File: config.mk
export PLATFORM = sky130hd
export DESIGN_NAME = mode_reg_decode
export DESIGN_NICKNAME = d
export VERILOG_FILES = /design/src/mode_reg_pkg.sv /design/src/mode_reg_decode.sv /design/src/pin_sync.sv
export SDC_FILE = /design/constraint.sdc
export NUM_CORES = 1
export LEC_CHECK = 0
export BUFFER_PORTS_ARGS = -buffer_cell sky130_fd_sc_hd__buf_2
export CELL_PAD_IN_SITES_DETAIL_PLACEMENT = 0
export CELL_PAD_IN_SITES_GLOBAL_PLACEMENT = 1
export CORE_ASPECT_RATIO = 1.1
export CORE_MARGIN = 4
export CORE_UTILIZATION = 47
export CTS_BUF_LIST = sky130_fd_sc_hd__clkbuf_16
export DETAILED_ROUTE_END_ITERATION = 6
export PLACE_DENSITY = 0.88
export SYNTH_ARGS = -nofsm -noshare
export SYNTH_HDL_FRONTEND = slang
export SYNTH_SLANG_ARGS = --single-unit
File: constraint.sdc
create_clock -name clk -period 2.9 [get_ports clk]
set_clock_uncertainty 0.05 [all_clocks]
set_input_delay 0.145 -clock clk [delete_from_list [all_inputs] [get_ports clk]]
set_output_delay 0.145 -clock clk [all_outputs]
set_load 0.02 [all_outputs]
File: src/mode_reg_pkg.sv
// constants for the mode-register decode block
package mode_reg_pkg;
    localparam int MR_W           = 18;
    localparam int ADDR_W         = 18;
    localparam int BA_W           = 3;
    localparam int DIV_W          = 4;
    localparam int SYNC_STAGES    = 3;
    // mode register select on the bank address
    localparam logic [2:0] BA_MODE_ZERO = 3'h0;
    localparam logic [2:0] BA_MODE_ONE  = 3'h1;
    // mode_config_zero fields
    localparam int MR0_BL_LO      = 0;
    localparam int MR0_CL_LSB     = 2;
    localparam int MR0_CL_LO      = 4;
    localparam int MR0_DLL_RST    = 8;
    localparam int MR0_WR_LO      = 9;
    localparam int MR0_PPD        = 12;
    localparam logic [1:0] BL_FIXED8 = 2'h0;
    localparam logic [1:0] BL_OTF    = 2'h1;
    localparam logic [1:0] BL_CHOP4  = 2'h2;
    localparam int OTF_ADDR_BIT   = 12;
    // mode_config_one fields
    localparam int MR1_DLL_DIS    = 0;
    localparam int MR1_ODS_LO     = 1;
    localparam int MR1_RTT_0      = 2;
    localparam int MR1_ODS_HI     = 5;
    localparam int MR1_RTT_1      = 6;
    localparam int MR1_WLEVEL     = 7;
    localparam int MR1_RTT_2      = 9;
    localparam int MR1_TERMINATION_STROBE       = 11;
    localparam int MR1_QOFF       = 12;
    localparam logic [MR_W-1:0] MR_RESET = 18'h00000;
    // timing
    localparam int DLL_LOCK_CYCLES = 512;
    localparam int LOCK_W          = 10;
    localparam int RD_PIPE         = 14;
    typedef enum logic [1:0] {
        PWR_ACTIVE  = 2'b00,
        PWR_DOWN    = 2'b01,
        PWR_SELFREF = 2'b10
    } pwr_type;
endpackage

File: src/mode_reg_decode.sv
// mode register zero/one storage and decode of a ddr3 device
// Functional notes
// [RULE1] dll reset bit starts reset, self-clears
// [RULE2] controller waits 512 clocks before read
// [RULE3] write recovery from field: 5,6,7,8,10,12
// [RULE4] controller rounds write recovery up
// [RULE5] ppd bit zero: dll off, slow exit
// [RULE6] ppd bit one: dll runs, fast exit
// [RULE7] cas latency 5 to 14, whole cycles
// [RULE8] first read data at edge n+m
// [RULE9] mode_config_one held until rewrite or reset
// [RULE10] controller loads only when banks idle
// [RULE11] controller writes zero to reserved bits
// [RULE12] leveling limits usable termination values
// [RULE13] controller enables dll then resets it
// [RULE14] self refresh stops dll, restarts on exit
// [RULE15] dll off: no odt, latency six; the decode neither gates odt nor forces latency six when the dll is off
// [RULE16] drive impedance from two bits
// [RULE17] output disable tri-states data and strobe
// [RULE18] termination strobe replaces data mask on x8
// [RULE19] x16 keeps termination strobe disabled
// [RULE20] nominal termination from three bits
// [RULE21] controller turns odt off for reads
// [RULE22] odt pin gates termination, write substitutes
// [RULE23] burst length field, otf via a12
// [RULE24] controller waits mode update delay
`timescale 1ns/10ps
module mode_reg_decode
    import mode_reg_pkg::*;
#(
    parameter bit IS_X8 = 1'b1
) (
    input  wire logic                         clk,
    input  wire logic                         nrst,
    input  wire logic                         ck,
    input  wire logic                         cke,
    input  wire logic                         cs_n,
    input  wire logic                         ras_n,
    input  wire logic                         cas_n,
    input  wire logic                         we_n,
    input  wire logic [mode_reg_pkg::BA_W-1:0]   ba,
    input  wire logic [mode_reg_pkg::ADDR_W-1:0] addr,
    input  wire logic                         odt,
    input  wire logic                         wr_burst,
    input  wire logic                         dyn_rtt_en,
    input  wire logic [mode_reg_pkg::DIV_W-1:0]  dyn_rtt_div,
    output logic                              dll_on,
    output logic                              dll_reset,
    output logic                              dll_locked,
    output logic [4:0]                        wr_recovery,
    output logic [3:0]                        cas_latency,
    output logic                              burst_chop,
    output logic                              rd_first_data,
    output logic                              dq_drive_en,
    output logic                              dm_en,
    output logic                              termination_strobe_term_en,
    output logic [mode_reg_pkg::DIV_W-1:0]       drive_div,
    output logic [mode_reg_pkg::DIV_W-1:0]       rtt_div,
    output logic                              slow_exit,
    output mode_reg_pkg::pwr_type                pwr_state
);
    import mode_reg_pkg::*;

    localparam int PW = 6 + ADDR_W + BA_W;
    logic [PW-1:0] pins_s;
    logic ck_s, cke_s, cs_s, ras_s, cas_s, we_s, odt_s;
    logic [BA_W-1:0]   ba_s;
    logic [ADDR_W-1:0] addr_s;

    // addr and ba are only sampled on a ck edge, well after they settle
    pin_sync #(.W(PW)) u_sync (
        .clk  (clk),
        .nrst (nrst),
        .pin  ({ck, cke, cs_n, ras_n, cas_n, we_n, ba, addr}),
        .q    (pins_s)
    );
    assign {ck_s, cke_s, cs_s, ras_s, cas_s, we_s, ba_s, addr_s} = pins_s;

    pin_sync #(.W(1)) u_odt (
        .clk  (clk),
        .nrst (nrst),
        .pin  (odt),
        .q    (odt_s)
    );

    logic [MR_W-1:0]    mr0_r, mr0_nxt, mr1_r, mr1_nxt;
    logic               ck_prev_r, cke_prev_r;
    pwr_type            pwr_r, pwr_nxt;
    logic [LOCK_W-1:0]  lock_cnt_r, lock_cnt_nxt;
    logic [RD_PIPE-1:0] rd_pipe_r, rd_pipe_nxt;
    logic               dll_on_r, dll_on_nxt, dll_reset_r, dll_reset_nxt;
    logic               dll_locked_r, dll_locked_nxt;
    logic               chop_r, chop_nxt, first_r, first_nxt;
    logic [4:0]         wr_nxt;
    logic [3:0]         cl_nxt;
    logic [DIV_W-1:0]   ods_nxt, rtt_nxt, rtt_nom;
    logic [4:0]         wr_r;
    logic [3:0]         cl_r;
    logic [DIV_W-1:0]   ods_r, rtt_r;
    logic               drive_r, dm_r, termination_strobe_r, slow_r;
    logic               tick, cmd, is_mrs, is_rd, is_wr, is_ref, start_reset, reading;
    logic               dll_en;

    always_comb begin
        tick    = ck_s && !ck_prev_r;
        cmd     = tick && cke_prev_r && !cs_s;
        is_mrs  = cmd && !ras_s && !cas_s && !we_s;
        is_ref  = tick && !cs_s && !ras_s && !cas_s && we_s;
        is_rd   = cmd && ras_s && !cas_s && we_s;
        is_wr   = cmd && ras_s && !cas_s && !we_s;
        dll_en  = !mr1_r[MR1_DLL_DIS];
        reading = |rd_pipe_r;
        mr0_nxt = mr0_r;
        mr1_nxt = mr1_r;
        pwr_nxt = pwr_r;
        start_reset = 1'b0;
        // stored reset bit only lives for the cycle after the write
        mr0_nxt[MR0_DLL_RST] = 1'b0; // RULE1
        if (is_mrs && ba_s == BA_MODE_ZERO) begin
            mr0_nxt     = addr_s;
            start_reset = addr_s[MR0_DLL_RST]; // RULE1
        end
        if (is_mrs && ba_s == BA_MODE_ONE) begin
            mr1_nxt = addr_s; // RULE9
        end
        case (pwr_r)
            PWR_ACTIVE: begin
                if (is_ref && !cke_s) begin
                    pwr_nxt = PWR_SELFREF;
                end else if (tick && cke_prev_r && !cke_s) begin
                    pwr_nxt = PWR_DOWN;
                end
            end
            PWR_DOWN: begin
                if (tick && cke_s) begin
                    pwr_nxt = PWR_ACTIVE;
                end
            end
            PWR_SELFREF: begin
                if (tick && cke_s) begin
                    pwr_nxt     = PWR_ACTIVE;
                    start_reset = start_reset || dll_en; // RULE14
                end
            end
            default: pwr_nxt = PWR_ACTIVE;
        endcase
        // dll stops in self refresh and, with slow exit, in power-down
        dll_on_nxt = dll_en && pwr_nxt != PWR_SELFREF // RULE14
            && !(pwr_nxt == PWR_DOWN && !mr0_nxt[MR0_PPD]); // RULE5 RULE6
        dll_reset_nxt = start_reset;
        lock_cnt_nxt  = lock_cnt_r;
        dll_locked_nxt = dll_locked_r;
        if (start_reset || !dll_on_nxt) begin
            lock_cnt_nxt   = '0;
            dll_locked_nxt = 1'b0;
        end else if (tick && !dll_locked_r) begin
            lock_cnt_nxt   = lock_cnt_r + 1'b1;
            dll_locked_nxt = lock_cnt_r == LOCK_W'(DLL_LOCK_CYCLES - 1);
        end
        case (mr0_nxt[MR0_WR_LO +: 3]) // RULE3
            3'h1:    wr_nxt = 5'h05;
            3'h2:    wr_nxt = 5'h06;
            3'h3:    wr_nxt = 5'h07;
            3'h4:    wr_nxt = 5'h08;
            3'h5:    wr_nxt = 5'h0a;
            3'h6:    wr_nxt = 5'h0c;
            default: wr_nxt = 5'h00;
        endcase
        case ({mr0_nxt[MR0_CL_LO +: 3], mr0_nxt[MR0_CL_LSB]}) // RULE7
            4'h2:    cl_nxt = 4'h5;
            4'h4:    cl_nxt = 4'h6;
            4'h6:    cl_nxt = 4'h7;
            4'h8:    cl_nxt = 4'h8;
            4'ha:    cl_nxt = 4'h9;
            4'hc:    cl_nxt = 4'ha;
            4'he:    cl_nxt = 4'hb;
            4'h1:    cl_nxt = 4'hc;
            4'h3:    cl_nxt = 4'hd;
            4'h5:    cl_nxt = 4'he;
            default: cl_nxt = 4'h0;
        endcase
        chop_nxt = chop_r;
        if (is_rd || is_wr) begin
            case (mr0_r[MR0_BL_LO +: 2]) // RULE23
                BL_OTF:   chop_nxt = !addr_s[OTF_ADDR_BIT];
                BL_CHOP4: chop_nxt = 1'b1;
                default:  chop_nxt = 1'b0;
            endcase
        end
        rd_pipe_nxt = rd_pipe_r;
        first_nxt   = 1'b0;
        if (tick) begin
            rd_pipe_nxt = {rd_pipe_r[RD_PIPE-2:0], is_rd};
            // bit m-1 before edge n+m: the read seen at edge n lands on n+m
            first_nxt   = cl_r != 4'h0 && rd_pipe_r[cl_r - 4'h1]; // RULE8
        end
        case ({mr1_nxt[MR1_ODS_HI], mr1_nxt[MR1_ODS_LO]}) // RULE16
            2'h0:    ods_nxt = 4'h6;
            2'h1:    ods_nxt = 4'h7;
            default: ods_nxt = 4'h0;
        endcase
        case ({mr1_nxt[MR1_RTT_2], mr1_nxt[MR1_RTT_1], mr1_nxt[MR1_RTT_0]}) // RULE20
            3'h1:    rtt_nom = 4'h4;
            3'h2:    rtt_nom = 4'h2;
            3'h3:    rtt_nom = 4'h6;
            3'h4:    rtt_nom = 4'hc;
            3'h5:    rtt_nom = 4'h8;
            default: rtt_nom = 4'h0;
        endcase
        // leveling without output disable keeps only /2, /4 and /6
        if (mr1_nxt[MR1_WLEVEL] && !mr1_nxt[MR1_QOFF]
                && rtt_nom != 4'h2 && rtt_nom != 4'h4 && rtt_nom != 4'h6) begin
            rtt_nom = 4'h0; // RULE12
        end
        rtt_nxt = 4'h0;
        if (odt_s && pwr_nxt != PWR_SELFREF && !reading) begin
            // dynamic termination is not offered during leveling
            if (wr_burst && dyn_rtt_en && !mr1_nxt[MR1_WLEVEL]) begin
                rtt_nxt = dyn_rtt_div; // RULE22
            end else begin
                rtt_nxt = rtt_nom; // RULE22
            end
        end
    end

    always_ff @(posedge clk or negedge nrst) begin
        if (!nrst) begin
            mr0_r        <= MR_RESET;
            mr1_r        <= MR_RESET;
            ck_prev_r    <= 1'b0;
            cke_prev_r   <= 1'b0;
            pwr_r        <= PWR_ACTIVE;
            lock_cnt_r   <= '0;
            rd_pipe_r    <= '0;
            dll_on_r     <= 1'b0;
            dll_reset_r  <= 1'b0;
            dll_locked_r <= 1'b0;
            chop_r       <= 1'b0;
            first_r      <= 1'b0;
            wr_r         <= '0;
            cl_r         <= '0;
            ods_r        <= '0;
            rtt_r        <= '0;
            drive_r      <= 1'b1;
            dm_r         <= 1'b1;
            termination_strobe_r       <= 1'b0;
            slow_r       <= 1'b1;
        end else begin
            mr0_r        <= mr0_nxt;
            mr1_r        <= mr1_nxt;
            ck_prev_r    <= ck_s;
            if (tick) begin
                cke_prev_r <= cke_s;
            end
            pwr_r        <= pwr_nxt;
            lock_cnt_r   <= lock_cnt_nxt;
            rd_pipe_r    <= rd_pipe_nxt;
            dll_on_r     <= dll_on_nxt;
            dll_reset_r  <= dll_reset_nxt;
            dll_locked_r <= dll_locked_nxt;
            chop_r       <= chop_nxt;
            first_r      <= first_nxt;
            wr_r         <= wr_nxt;
            cl_r         <= cl_nxt;
            ods_r        <= ods_nxt;
            rtt_r        <= rtt_nxt;
            drive_r      <= !mr1_nxt[MR1_QOFF]; // RULE17
            termination_strobe_r       <= IS_X8 && mr1_nxt[MR1_TERMINATION_STROBE]; // RULE18
            dm_r         <= !(IS_X8 && mr1_nxt[MR1_TERMINATION_STROBE]); // RULE18
            slow_r       <= !mr0_nxt[MR0_PPD]; // RULE5 RULE6
        end
    end

    assign dll_on        = dll_on_r;
    assign dll_reset     = dll_reset_r;
    assign dll_locked    = dll_locked_r;
    assign wr_recovery   = wr_r;
    assign cas_latency   = cl_r;
    assign burst_chop    = chop_r;
    assign rd_first_data = first_r;
    assign dq_drive_en   = drive_r;
    assign dm_en         = dm_r;
    assign termination_strobe_term_en  = termination_strobe_r;
    assign drive_div     = ods_r;
    assign rtt_div       = rtt_r;
    assign slow_exit     = slow_r;
    assign pwr_state     = pwr_r;

    a_reset_clears: assert property (@(posedge clk) disable iff (!nrst) // RULE1
        dll_reset_r |=> !mr0_r[MR0_DLL_RST])
        else $error("dll reset bit did not self-clear");
    a_reset_pulse: assert property (@(posedge clk) disable iff (!nrst) // RULE1
        dll_reset_r |=> !dll_reset_r)
        else $error("dll reset longer than one cycle");
    a_wr_decode: assert property (@(posedge clk) disable iff (!nrst) // RULE3
        mr0_r[MR0_WR_LO +: 3] == 3'h6 |-> wr_r == 5'h0c)
        else $error("write recovery decode wrong");
    a_cl_decode: assert property (@(posedge clk) disable iff (!nrst) // RULE7
        {mr0_r[MR0_CL_LO +: 3], mr0_r[MR0_CL_LSB]} == 4'h5 |-> cl_r == 4'he)
        else $error("cas latency decode wrong");
    a_pd_dll_off: assert property (@(posedge clk) disable iff (!nrst) // RULE5
        pwr_r == PWR_DOWN && !mr0_r[MR0_PPD] |-> !dll_on_r)
        else $error("dll running in slow power-down");
    a_pd_dll_on: assert property (@(posedge clk) disable iff (!nrst) // RULE6
        pwr_r == PWR_DOWN && mr0_r[MR0_PPD] && dll_en && $stable(pwr_r) |-> dll_on_r)
        else $error("dll stopped in fast power-down");
    a_sr_dll_off: assert property (@(posedge clk) disable iff (!nrst) // RULE14
        pwr_r == PWR_SELFREF |-> !dll_on_r)
        else $error("dll running in self refresh");
    a_sr_exit_rst: assert property (@(posedge clk) disable iff (!nrst) // RULE14
        pwr_r == PWR_SELFREF && tick && cke_s && dll_en |=> dll_reset_r)
        else $error("no dll reset on self refresh exit");
    a_mr1_hold: assert property (@(posedge clk) disable iff (!nrst) // RULE9
        !(is_mrs && ba_s == BA_MODE_ONE) |=> $stable(mr1_r))
        else $error("mode_config_one changed without write");
    a_qoff_drive: assert property (@(posedge clk) disable iff (!nrst) // RULE17
        mr1_r[MR1_QOFF] |-> !dq_drive_en)
        else $error("outputs driven with output disable set");
    a_termination_strobe_dm: assert property (@(posedge clk) disable iff (!nrst) // RULE18
        IS_X8 && mr1_r[MR1_TERMINATION_STROBE] |-> termination_strobe_r && !dm_r)
        else $error("data mask active with termination strobe");
    a_rtt_gate: assert property (@(posedge clk) disable iff (!nrst) // RULE22
        !odt_s |=> rtt_r == 4'h0)
        else $error("termination applied with odt low");
    a_wl_rtt: assert property (@(posedge clk) disable iff (!nrst) // RULE12
        mr1_r[MR1_WLEVEL] && !mr1_r[MR1_QOFF] |-> rtt_r != 4'hc && rtt_r != 4'h8)
        else $error("read-only termination during leveling");
    a_ods_34: assert property (@(posedge clk) disable iff (!nrst) // RULE16
        {mr1_r[MR1_ODS_HI], mr1_r[MR1_ODS_LO]} == 2'h1 |-> ods_r == 4'h7)
        else $error("drive strength decode wrong");
    a_cl5_first: assert property (@(posedge clk) disable iff (!nrst) // RULE8
        tick && rd_pipe_r[4] && cl_r == 4'h5 |=> first_r)
        else $error("first read data not at edge n+5");
endmodule

File: src/pin_sync.sv
// three-stage pin synchroniser; output follows once stages two and three agree
`timescale 1ns/10ps
module pin_sync #(
    parameter int W = 1
) (
    input  wire logic         clk,
    input  wire logic         nrst,
    input  wire logic [W-1:0] pin,
    output logic [W-1:0]      q
);
    logic [W-1:0] s1_r, s2_r, s3_r, q_r, q_nxt;

    always_comb begin
        q_nxt = q_r;
        for (int i = 0; i < W; i++) begin
            if (s2_r[i] == s3_r[i]) begin
                q_nxt[i] = s3_r[i];
            end
        end
    end

    always_ff @(posedge clk or negedge nrst) begin
        if (!nrst) begin
            s1_r <= '0;
            s2_r <= '0;
            s3_r <= '0;
            q_r  <= '0;
        end else begin
            s1_r <= pin;
            s2_r <= s1_r;
            s3_r <= s2_r;
            q_r  <= q_nxt;
        end
    end

    assign q = q_r;
endmodule

==> out/results.md, run 1 <==
| Quantity | Value |
|:---|:---|
| Status | finished clean |
| TritonCTS Buffers | 17 |
| Clk_lat worst skew | 0.41 ns |
| Half-perimeter wire length after placement | 6500 um |
| Root Buffer Master | sky130_fd_sc_hd__clkbuf_16 |
| Final worst slack | 0.477 ns |
| Post-Synthesis Mean Instance Area | 13.5 um^2 |
| Number of antenna diodes | 0 |
| Worst slew margin relative to its limit | 32.7% |
| Post-Synthesis Cells | 414 |
| Per-cell routed wire length | 14.4 um |
| Crit path arrival time | 2.69 ns |
| Total track usage | 15.7% |
| Measured slew at the worst slew-check pin | 1.01 ns |
| Worst setup path category | reg2reg |
| Pre-CTS setup slack | 0.498 ns |
| Number of enable-type register cells in the synthesized netlist | 0 |
| Floorplan core area | 11,500 um^2 |
| Count of maximum capacitance violations | 0 |
| Largest net degree at the start of global routing | 70 |
| Endpoint type of the worst setup path | flip-flop |
| Clk buf depth | 2 |
| M1 wire length | 4130 um |
| Register share of total power | 46.9% |
| Vertical die dimension | 122 um |
| H-tree lvl count | 4 |
| Peak supply drop | 349 uV |
| DRC violations left | 0 |
| Number of core rows | 41 |
| Count of cell types in the netlist | 49 |
| Routability congestion estimate | 0.814 |
| Max-slew violation total from the final report | 0 |
| Detailed-route wire length | 9770 um |
| Average via count per standard cell | 4.98 |
| DR top layer | met4 |
| Number of gates resized after cts | 0 |
| Design internal power | 0.00399 W |
| I/O pin count | 64 |
| Number of global-route vias before repair | 3,593 |
| Initial standard-cell utilization of the core | 48.5% |
| Clock tree from TritonCTS | yes |
| Via Count | 3,367 |
| Filler instances | 913 |
| Portion of the post-synthesis area used by sequential elements | 70.3% |
| Final hold violations | 0 |
| Period minus WS final | 2.42 ns |
| Max Clock Freq | 413 MHz |
| Hold WC Path Type | in2reg |
| Area growth from synthesis to layout | 24.2% |
| Setup repair after global routing missed its margin | no |
| Combinational group share of total power | 9.5% |
| Post-detailed-placement cell area | 6070 um^2 |
| Post-route standard cell area excluding fillers | 6950 um^2 |
| Number of iterations in the first detailed-routing pass | 4 |
| Leakage power figure | 3.46 nW |
| GRT overflow | 0 |
| Final number of setup-violating endpoints | 0 |
| Power per cell area | 756 nW/um^2 |
| Switching power summed over all nets | 0.00126 W |
| Number of port buffers | 55 |
| Antenna violations before repair | 0 |
| Total length of routed met3 wires | 435 um |
| Switching part of the total | 24.0% |
| Startpoint Class | flip-flop |
| Commonest non-fill, non-tap cell in the layout | sky130_fd_sc_hd__dfrtp_1 |
| Die Outline Area | 13,700 um^2 |
| Post-route antenna net violation count | 0 |
| Die Width | 112 um |
| Proportion of synthesized flip-flops having asynchronous set or reset | 100% |
| Number of design-rule violations left by the first detailed-router iteration | 147 |
| Final Cycle Share | 83.5% |
| Met2 wirelength from detailed routing | 5030 um |
| Fraction of final layout cells with drive strength greater than 1 | 20.7% |
| Cell area after synthesis | 5590 um^2 |
| Final-layout setup total negative slack | 0 ns |
| Clk pin slew, worst setup/hold paths | 0.06 ns |
| Warning count from the yosys run | 0 |
| Worst EP required | 3.17 ns |
| CP Max Fanout | 13 |
| Global-route wire length before repair | 17,000 um |
| Part of the total power dissipated in the clock network | 43.6% |
| Count of state elements after synthesis | 157 |
| Total power draw | 0.00525 W |
| Highest-count cells in the layout ignoring fill and taps | 154 x sky130_fd_sc_hd__dfrtp_1, 56 x sky130_fd_sc_hd__nand2_1, 54 x sky130_fd_sc_hd__buf_2, 28 x sky130_fd_sc_hd__inv_1 |
| Most common flop cell mapped by yosys | sky130_fd_sc_hd__dfrtp_1 |
| Net total in the final layout | 558 |
| Clock sink count | 157 |
[per-layer routing]
layer / vias up / global-route usage, %
li1: 1585 / -
met3: 16 / 4.54
met2: 68 / 26.4
met4: 0 / 6.16
met5: - / 0
met1: 1698 / 19.4
[cells by family after synthesis]
family / after synthesis / share of synthesized area, %
AO/OA/AOI/OAI: 36 / 3.98
XOR/XNOR: 11 / 1.72
adder cells (fa/ha/maj): 31 / 5.95
buffers and inverters: 36 / 2.75
flip-flops: 157 / 70.3
multiplexers: 23 / 5.03
other: 1 / 0.0670
AND/OR/NAND/NOR: 119 / 10.2
[worst paths after layout]
kind | start | endpoint | cells past startpoint | slack [ns]
max reg2reg | u_sync.q[21] | rtt_div[2] | 8 | 0.48
min reg2reg | u_sync.s1_r[22] | u_sync.s2_r[22] | 0 | 0.30
min | dyn_rtt_en | rtt_div[2] | 3 | 0.06
max | u_sync.q[21] | rtt_div[2] | 8 | 0.48
max in group asynchronous | nrst | dq_drive_en | 3 | 1.74
min in group asynchronous | nrst | u_sync.s1_r[24] | 2 | 0.25
[per-stage QoR]
stage | util [%] | cells | hold slack (ns)
after CTS | 60.2 | 676 | 0.0572
after detailed placement | 52.6 | 618 | 0.130
after global placement | 52.6 | 618 | 0.125
after floorplan | - | 415 | -0.201
final | 60.2 | 676 | 0.0592
after global routing | 60.2 | 676 | 0.0822
[worst max-delay path: stages, from the launching register on]
cell	delay (ns)
sky130_fd_sc_hd__dfrtp_1	0.42
sky130_fd_sc_hd__nor4_1	0.42
sky130_fd_sc_hd__nand4_1	0.21
sky130_fd_sc_hd__buf_4	0.24
sky130_fd_sc_hd__mux2i_1	0.21
sky130_fd_sc_hd__ha_1	0.28
sky130_fd_sc_hd__o221ai_1	0.16
sky130_fd_sc_hd__o21ai_0	0.13
sky130_fd_sc_hd__a211oi_1	0.23
[sequential cells by signal (all words and copies together), names as in the netlist, 2 cells and up]
| signal | count |
|---|---|
| cas_latency | 4 |
| u_sync.s3_r | 21 |
| pwr_state | 2 |
| u_sync.s1_r | 21 |
| drive_div | 2 |
| u_sync.s2_r | 21 |
| rtt_div | 4 |
| lock_cnt_r | 10 |
| u_sync.q | 21 |
| rd_pipe_r | 14 |
| wr_recovery | 4 |
| mr0_r | 10 |
| mr1_r | 9 |
[cell usage after synthesis (all sizes together), types with 4 or more instances]
cell   instances  area, um^2
dfrtp        154        3850
nand2         56         210
inv           27         101
nor2          26        97.6
maj3          22         220
mux2i         12         120
a21oi         10        50.1
o21ai         10        50.1
ha             9         113
mux2           8        93.8
buf            6        41.3
xor2           6        52.6
nand3          5        30.0
nor2b          5        31.3
nor3           5        25.0
xnor2          5        43.8
and3           4        25.0
[area by class of cell]
cell class                      instances  area [um^2]  area share (%)
Tap cell                              150          188            2.70
Multi-Input combinational cell        222         1510            21.8
Inverter                               27          101            1.46
Clock inverter                         15          195            2.81
Sequential cell                       157         3930            56.6
Timing Repair Buffer                   88          594            8.55
Clock buffer                           17          425            6.12
[repair_timing]
item,CTS,global route
hold buffers,26,0
endpoints found under the setup margin,0,0
endpoints found under the hold margin,90,0
buffers inserted,0,0
[power by group through the flow]
stage                     registers (W)  clock network (W)  logic (W)
after global routing            0.00248            0.00243   0.000561
after floorplan                 0.00251                  0   0.000284
after global placement          0.00249                  0   0.000452
after CTS                       0.00246            0.00233   0.000505
final                           0.00246            0.00229   0.000498
after detailed placement        0.00250                  0   0.000473
(Power assumes the default switching activity.)
==> inputs of run 2 (changes only) <==
- CORE_UTILIZATION: 47 -> 42
- PLACE_DENSITY: 0.88 -> 0.84
- clock period: 2.9 -> 2.09 ns (I/O delays scaled with it)
==> out/results.md, run 2 (synthesized netlist as in run 1, its figures left out) <==
| Quantity | Value |
|:---|:---|
| Power per cell area | 1020 nW/um^2 |
| Register share of total power | 45.4% |
| Number of core rows | 43 |
| Clock sink count | 157 |
| Vertical die dimension | 129 um |
| Switching part of the total | 23.5% |
| Die Width | 118 um |
| Number of port buffers | 55 |
| Status | finished, violations left |
| Period minus WS final | 2.17 ns |
| Detailed-route wire length | 9980 um |
| Total track usage | 14.5% |
| Filler instances | 999 |
| Antenna violations before repair | 0 |
| Number of iterations in the first detailed-routing pass | 4 |
| Measured slew at the worst slew-check pin | 0.937 ns |
| Final worst slack | -0.0791 ns |
| Clock tree from TritonCTS | yes |
| Crit path arrival time | 2.41 ns |
| Clk_lat worst skew | 0.42 ns |
| Floorplan core area | 12,800 um^2 |
| Worst slew margin relative to its limit | 37.4% |
| Worst EP required | 2.33 ns |
| Global-route wire length before repair | 17,200 um |
| DRC violations left | 0 |
| Number of design-rule violations left by the first detailed-router iteration | 150 |
| Initial standard-cell utilization of the core | 43.7% |
| Number of global-route vias before repair | 3,552 |
| Routability congestion estimate | 0.796 |
| Leakage power figure | 3.63 nW |
| Crit path cell chain | nor4_2 > buf_4 > nand4b_4 > mux2_4 > or4_4 > nand3_4 > nor2_1 |
| Net total in the final layout | 589 |
| Combinational group share of total power | 11.8% |
| Design internal power | 0.00576 W |
| Via Count | 3,445 |
| Startpoint Class | flip-flop |
| Root Buffer Master | sky130_fd_sc_hd__clkbuf_16 |
| Count of maximum capacitance violations | 0 |
| Final hold violations | 0 |
| Die Outline Area | 15,200 um^2 |
| Hold WC Path Type | in2async |
| Average via count per standard cell | 4.82 |
| Largest net degree at the start of global routing | 51 |
| Switching power summed over all nets | 0.00177 W |
| Endpoint type of the worst setup path | flip-flop |
| Max-slew violation total from the final report | 0 |
| CP Max Fanout | 6 |
| Half-perimeter wire length after placement | 6820 um |
| TritonCTS Buffers | 17 |
| Clk buf depth | 2 |
| Fraction of final layout cells with drive strength greater than 1 | 28.2% |
| I/O pin count | 64 |
| Part of the total power dissipated in the clock network | 42.8% |
| Final-layout setup total negative slack | -0.699 ns |
| Area growth from synthesis to layout | 32.3% |
| Failing checks | negative setup slack |
| Highest-count cells in the layout ignoring fill and taps | 152 x sky130_fd_sc_hd__dfrtp_1, 56 x sky130_fd_sc_hd__nand2_1, 54 x sky130_fd_sc_hd__buf_2, 30 x sky130_fd_sc_hd__buf_4 |
| Max Clock Freq | 461 MHz |
| Per-cell routed wire length | 14.0 um |
| GRT overflow | 0 |
| Critical path's largest stage delay | 0.47 ns |
| Commonest non-fill, non-tap cell in the layout | sky130_fd_sc_hd__dfrtp_1 |
| Final number of setup-violating endpoints | 12 |
| Worst setup path category | reg2reg |
| Final Cycle Share | 104% |
| Peak supply drop | 556 uV |
| Post-route antenna net violation count | 0 |
| H-tree lvl count | 4 |
| Clk pin slew, worst setup/hold paths | 0.06 ns |
| Number of antenna diodes | 0 |
| Total power draw | 0.00753 W |
| Setup repair after global routing missed its margin | yes |
| Critical-path top delay cell | sky130_fd_sc_hd__or4_4 |
run 2: changes by cell type in the layout (fill, tap and decap cells not counted), sizes merged:
cell         previous run  this run
inv                    31        32
clkinv                  5         4
nand3                   5         6
bufinv                  4         5
clkinvlp                2         1
dlygate4sd3            26        29
buf                    62        89
run 2: power by group through the flow:
stage / Combinational, W / Clock (W) / Sequential, W
final: 0.000891 / 0.00323 / 0.00342
after global placement: 0.000729 / 0 / 0.00345
after global routing: 0.000995 / 0.00345 / 0.00344
after floorplan: 0.000403 / 0 / 0.00348
after CTS: 0.000837 / 0.00330 / 0.00341
after detailed placement: 0.000755 / 0 / 0.00346
run 2: critical path: cells and delay by family (launching register included):
kind / cells / cell delay [ns]
buf+inv: 1 / 0.18
flops: 1 / 0.40
mux: 1 / 0.31
simple gates: 5 / 1.10
run 2: stage by stage:
| step | area [um^2] | worst slack [ns] | util [%] | hold slack, ns | std cells |
|---|---|---|---|---|---|
| floorplan | 5640 | -0.211 | - | -0.241 | 415 |
| global placement | 6310 | -0.0804 | 49.3 | 0.00979 | 650 |
| detailed placement | 6310 | -0.194 | 49.3 | 0.0157 | 650 |
| CTS | 7290 | -0.0431 | 56.9 | 0.132 | 714 |
| global route | 7400 | -0.149 | 57.8 | 0.186 | 714 |
| finish | 7400 | -0.0791 | 57.8 | 0.131 | 714 |
run 2: path summary, 6_finish.rpt:
path                                   end  cells past startpoint            start  slack, ns
max                             dll_locked                      7     u_sync.q[19]      -0.08
min                        u_sync.s1_r[26]                      2             nrst       0.13
max reg2reg                     dll_locked                      7     u_sync.q[19]      -0.08
min reg2reg                u_sync.s2_r[26]                      0  u_sync.s1_r[26]       0.30
max in group asynchronous      u_sync.q[4]                      3             nrst       1.16
min in group clk           u_sync.s1_r[20]                      2            ba[2]       0.27
run 2: layout make-up:
| type | count | area [um^2] | area share (%) |
|---|---|---|---|
| Multi-Input combinational cell | 223 | 1690 | 22.8 |
| Inverter | 27 | 101 | 1.37 |
| Timing Repair Buffer | 118 | 851 | 11.5 |
| Tap cell | 157 | 196 | 2.66 |
| Clock inverter | 15 | 204 | 2.76 |
| Sequential cell | 157 | 3940 | 53.2 |
| Clock buffer | 17 | 425 | 5.75 |
run 2: layer usage:
| layer | global-route usage, % | wire [um] |
|---|---|---|
| met1 | 17.8 | 4430 |
| met4 | 6.69 | 226 |
| met3 | 4.80 | 432 |
| met2 | 23.6 | 4890 |
| met5 | 0 | 0 |
run 2: repair_timing:
| item | 4_1_cts | 5_1_grt |
|---|---|---|
| hold buffers | 29 | 0 |
| hold endpoints to repair | 113 | 0 |
| pin swaps | 3 | 11 |
| gates cloned | 1 | 0 |
| gates resized for setup | 7 | 20 |
| setup endpoints to repair | 17 | 20 |
| buffers inserted | 2 | 0 |
==> inputs of run 3 (changes only) <==
- RECOVER_POWER: unset -> 100
==> out/results.md, run 3 (synthesized netlist as in run 1, its figures left out) <==
| Quantity | Value |
|:---|:---|
| Number of global-route vias before repair | 3,552 |
| Number of antenna diodes | 0 |
| Clk buf depth | 2 |
| Measured slew at the worst slew-check pin | 1.12 ns |
| Endpoint type of the worst setup path | flip-flop |
| Clock tree from TritonCTS | yes |
| Worst slack on hold paths | 0.272 ns |
| Initial standard-cell utilization of the core | 43.7% |
| Critical-path top delay cell | sky130_fd_sc_hd__or4_4 |
| Floorplan core area | 12,800 um^2 |
| Crit path from | u_sync.q[19] |
| Average via count per standard cell | 4.83 |
| Fraction of final layout cells with drive strength greater than 1 | 28.0% |
| Post-detailed-placement cell area | 6310 um^2 |
| Worst setup path category | reg2reg |
| Net total in the final layout | 589 |
| Detailed-route wire length | 9970 um |
| Routability congestion estimate | 0.796 |
| Number of core rows | 43 |
| Antenna violations before repair | 0 |
| Number of design-rule violations left by the first detailed-router iteration | 176 |
| Worst Hold Path EP | u_sync.s1_r[20] |
| Final hold violations | 0 |
| TritonCTS Buffers | 17 |
| Final worst slack | -0.0793 ns |
| CP Max Fanout | 6 |
| Failing checks | negative setup slack |
| Number of port buffers | 55 |
| Max Clock Freq | 461 MHz |
| I/O pin count | 64 |
| Count of maximum capacitance violations | 0 |
| Worst reg2reg path depth | 7 |
| Post-route antenna net violation count | 0 |
| Period minus WS final | 2.17 ns |
| Commonest non-fill, non-tap cell in the layout | sky130_fd_sc_hd__dfrtp_1 |
| Die Outline Area | 15,200 um^2 |
| H-tree lvl count | 4 |
| Area growth from synthesis to layout | 31.7% |
| Leakage power figure | 3.62 nW |
| Buffers plus inverters on the worst setup path | 1 |
| Hold WC Path Type | in2reg |
| Max-slew violation total from the final report | 0 |
| Final Cycle Share | 104% |
| HP Start | ba[2] |
| End of the worst register-to-register path | dll_locked |
| DRC violations left | 0 |
| Critical path's largest stage delay | 0.47 ns |
| Root Buffer Master | sky130_fd_sc_hd__clkbuf_16 |
| Worst flop-to-flop path startpoint | u_sync.q[19] |
| Placed instance count | 650 |
| Final core utilization | 57.5% |
| Startpoint Class | flip-flop |
| Clk_lat worst skew | 0.42 ns |
| Register-to-register setup slack | -0.08 ns |
| Half-perimeter wire length after placement | 6820 um |
| Crit path cell chain | nor4_2 > buf_4 > nand4b_4 > mux2_4 > or4_4 > nand3_4 > nor2_1 |
| Power per cell area | 1020 nW/um^2 |
| GRT overflow | 0 |
| Worst slew margin relative to its limit | 25.6% |
| Highest-count cells in the layout ignoring fill and taps | 152 x sky130_fd_sc_hd__dfrtp_1, 56 x sky130_fd_sc_hd__nand2_1, 54 x sky130_fd_sc_hd__buf_2, 29 x sky130_fd_sc_hd__inv_1, 29 x sky130_fd_sc_hd__dlygate4sd3_1 |
| Peak supply drop | 555 uV |
| Vertical die dimension | 129 um |
| Non-filler cells in the finished layout | 714 |
| Per-cell routed wire length | 14.0 um |
| Crit path arrival time | 2.41 ns |
| Family with the most delay on the worst path | simple AND/OR/NAND/NOR gates |
| Clock sink count | 157 |
| Number of iterations in the first detailed-routing pass | 4 |
| Worst EP required | 2.33 ns |
| Clk pin slew, worst setup/hold paths | 0.06 ns |
| Post-route standard cell area excluding fillers | 7370 um^2 |
| Total track usage | 14.5% |
| Total power draw | 0.00753 W |
| Largest net degree at the start of global routing | 51 |
| Global-route wire length before repair | 17,200 um |
| Status | finished, violations left |
| Count of cells along the worst hold path | 2 |
| Via Count | 3,450 |
| Die Width | 118 um |
| Setup repair after global routing missed its margin | yes |
| Final number of setup-violating endpoints | 12 |
==> run 3: changes by cell type in the layout (fill, tap and decap cells not counted), sizes merged <==
cell,before,now
buf,89,82
clkbuf,17,24
==> run 3: what timing repair did <==
action                                  in CTS  in global routing
endpoints found under the setup margin      17                 20
hold buffers                                29                  0
endpoints found under the hold margin      113                  0
gates resized for setup                      7                 20
setup buffers                                2                  0
pin swaps                                    3                 11
cloned                                       1                  0
==> run 3: metal layers <==
layer / global-route usage, % / share of wire [%]
met1: 17.8 / 44
met3: 4.80 / 4.2
met4: 6.69 / 2.3
met2: 23.6 / 49
met5: 0 / 0
==> run 3: power by group <==
part | total [W] | internal (W) | switching (W) | leakage [nW]
clock | 0.00323 | 0.00210 | 0.00113 | 0.320
sequential | 0.00342 | 0.00326 | 0.000158 | 1.96
combinational | 0.000883 | 0.000399 | 0.000485 | 1.35
==> run 3: area by class of cell <==
class | count | area, um^2
well taps | 157 | 196
clock inverters | 15 | 204
fillers | 1007 | 5440
flip-flops and latches | 157 | 3940
repair buffers | 118 | 821
inverters | 27 | 101
clock buffers | 17 | 425
multi-input cells | 223 | 1690
==> run 3: how the worst max path moves through the flow <==
stage,endpoint,cells after the start
2_1_floorplan,rtt_div[2],8
3_3_place_gp,lock_cnt_r[7],7
3_5_place_dp,dll_locked,7
4_1_cts,dll_locked,7
5_1_grt,lock_cnt_r[2],7
6_report,dll_locked,7
==> run 3: metrics by stage <==
stage,setup TNS (ns),setup slack [ns]
detailed placement,-2.23,-0.194
CTS,-0.387,-0.0431
global route,-3.54,-0.149
finish,-0.709,-0.0793
global placement,-0.856,-0.0804
floorplan,-0.371,-0.211
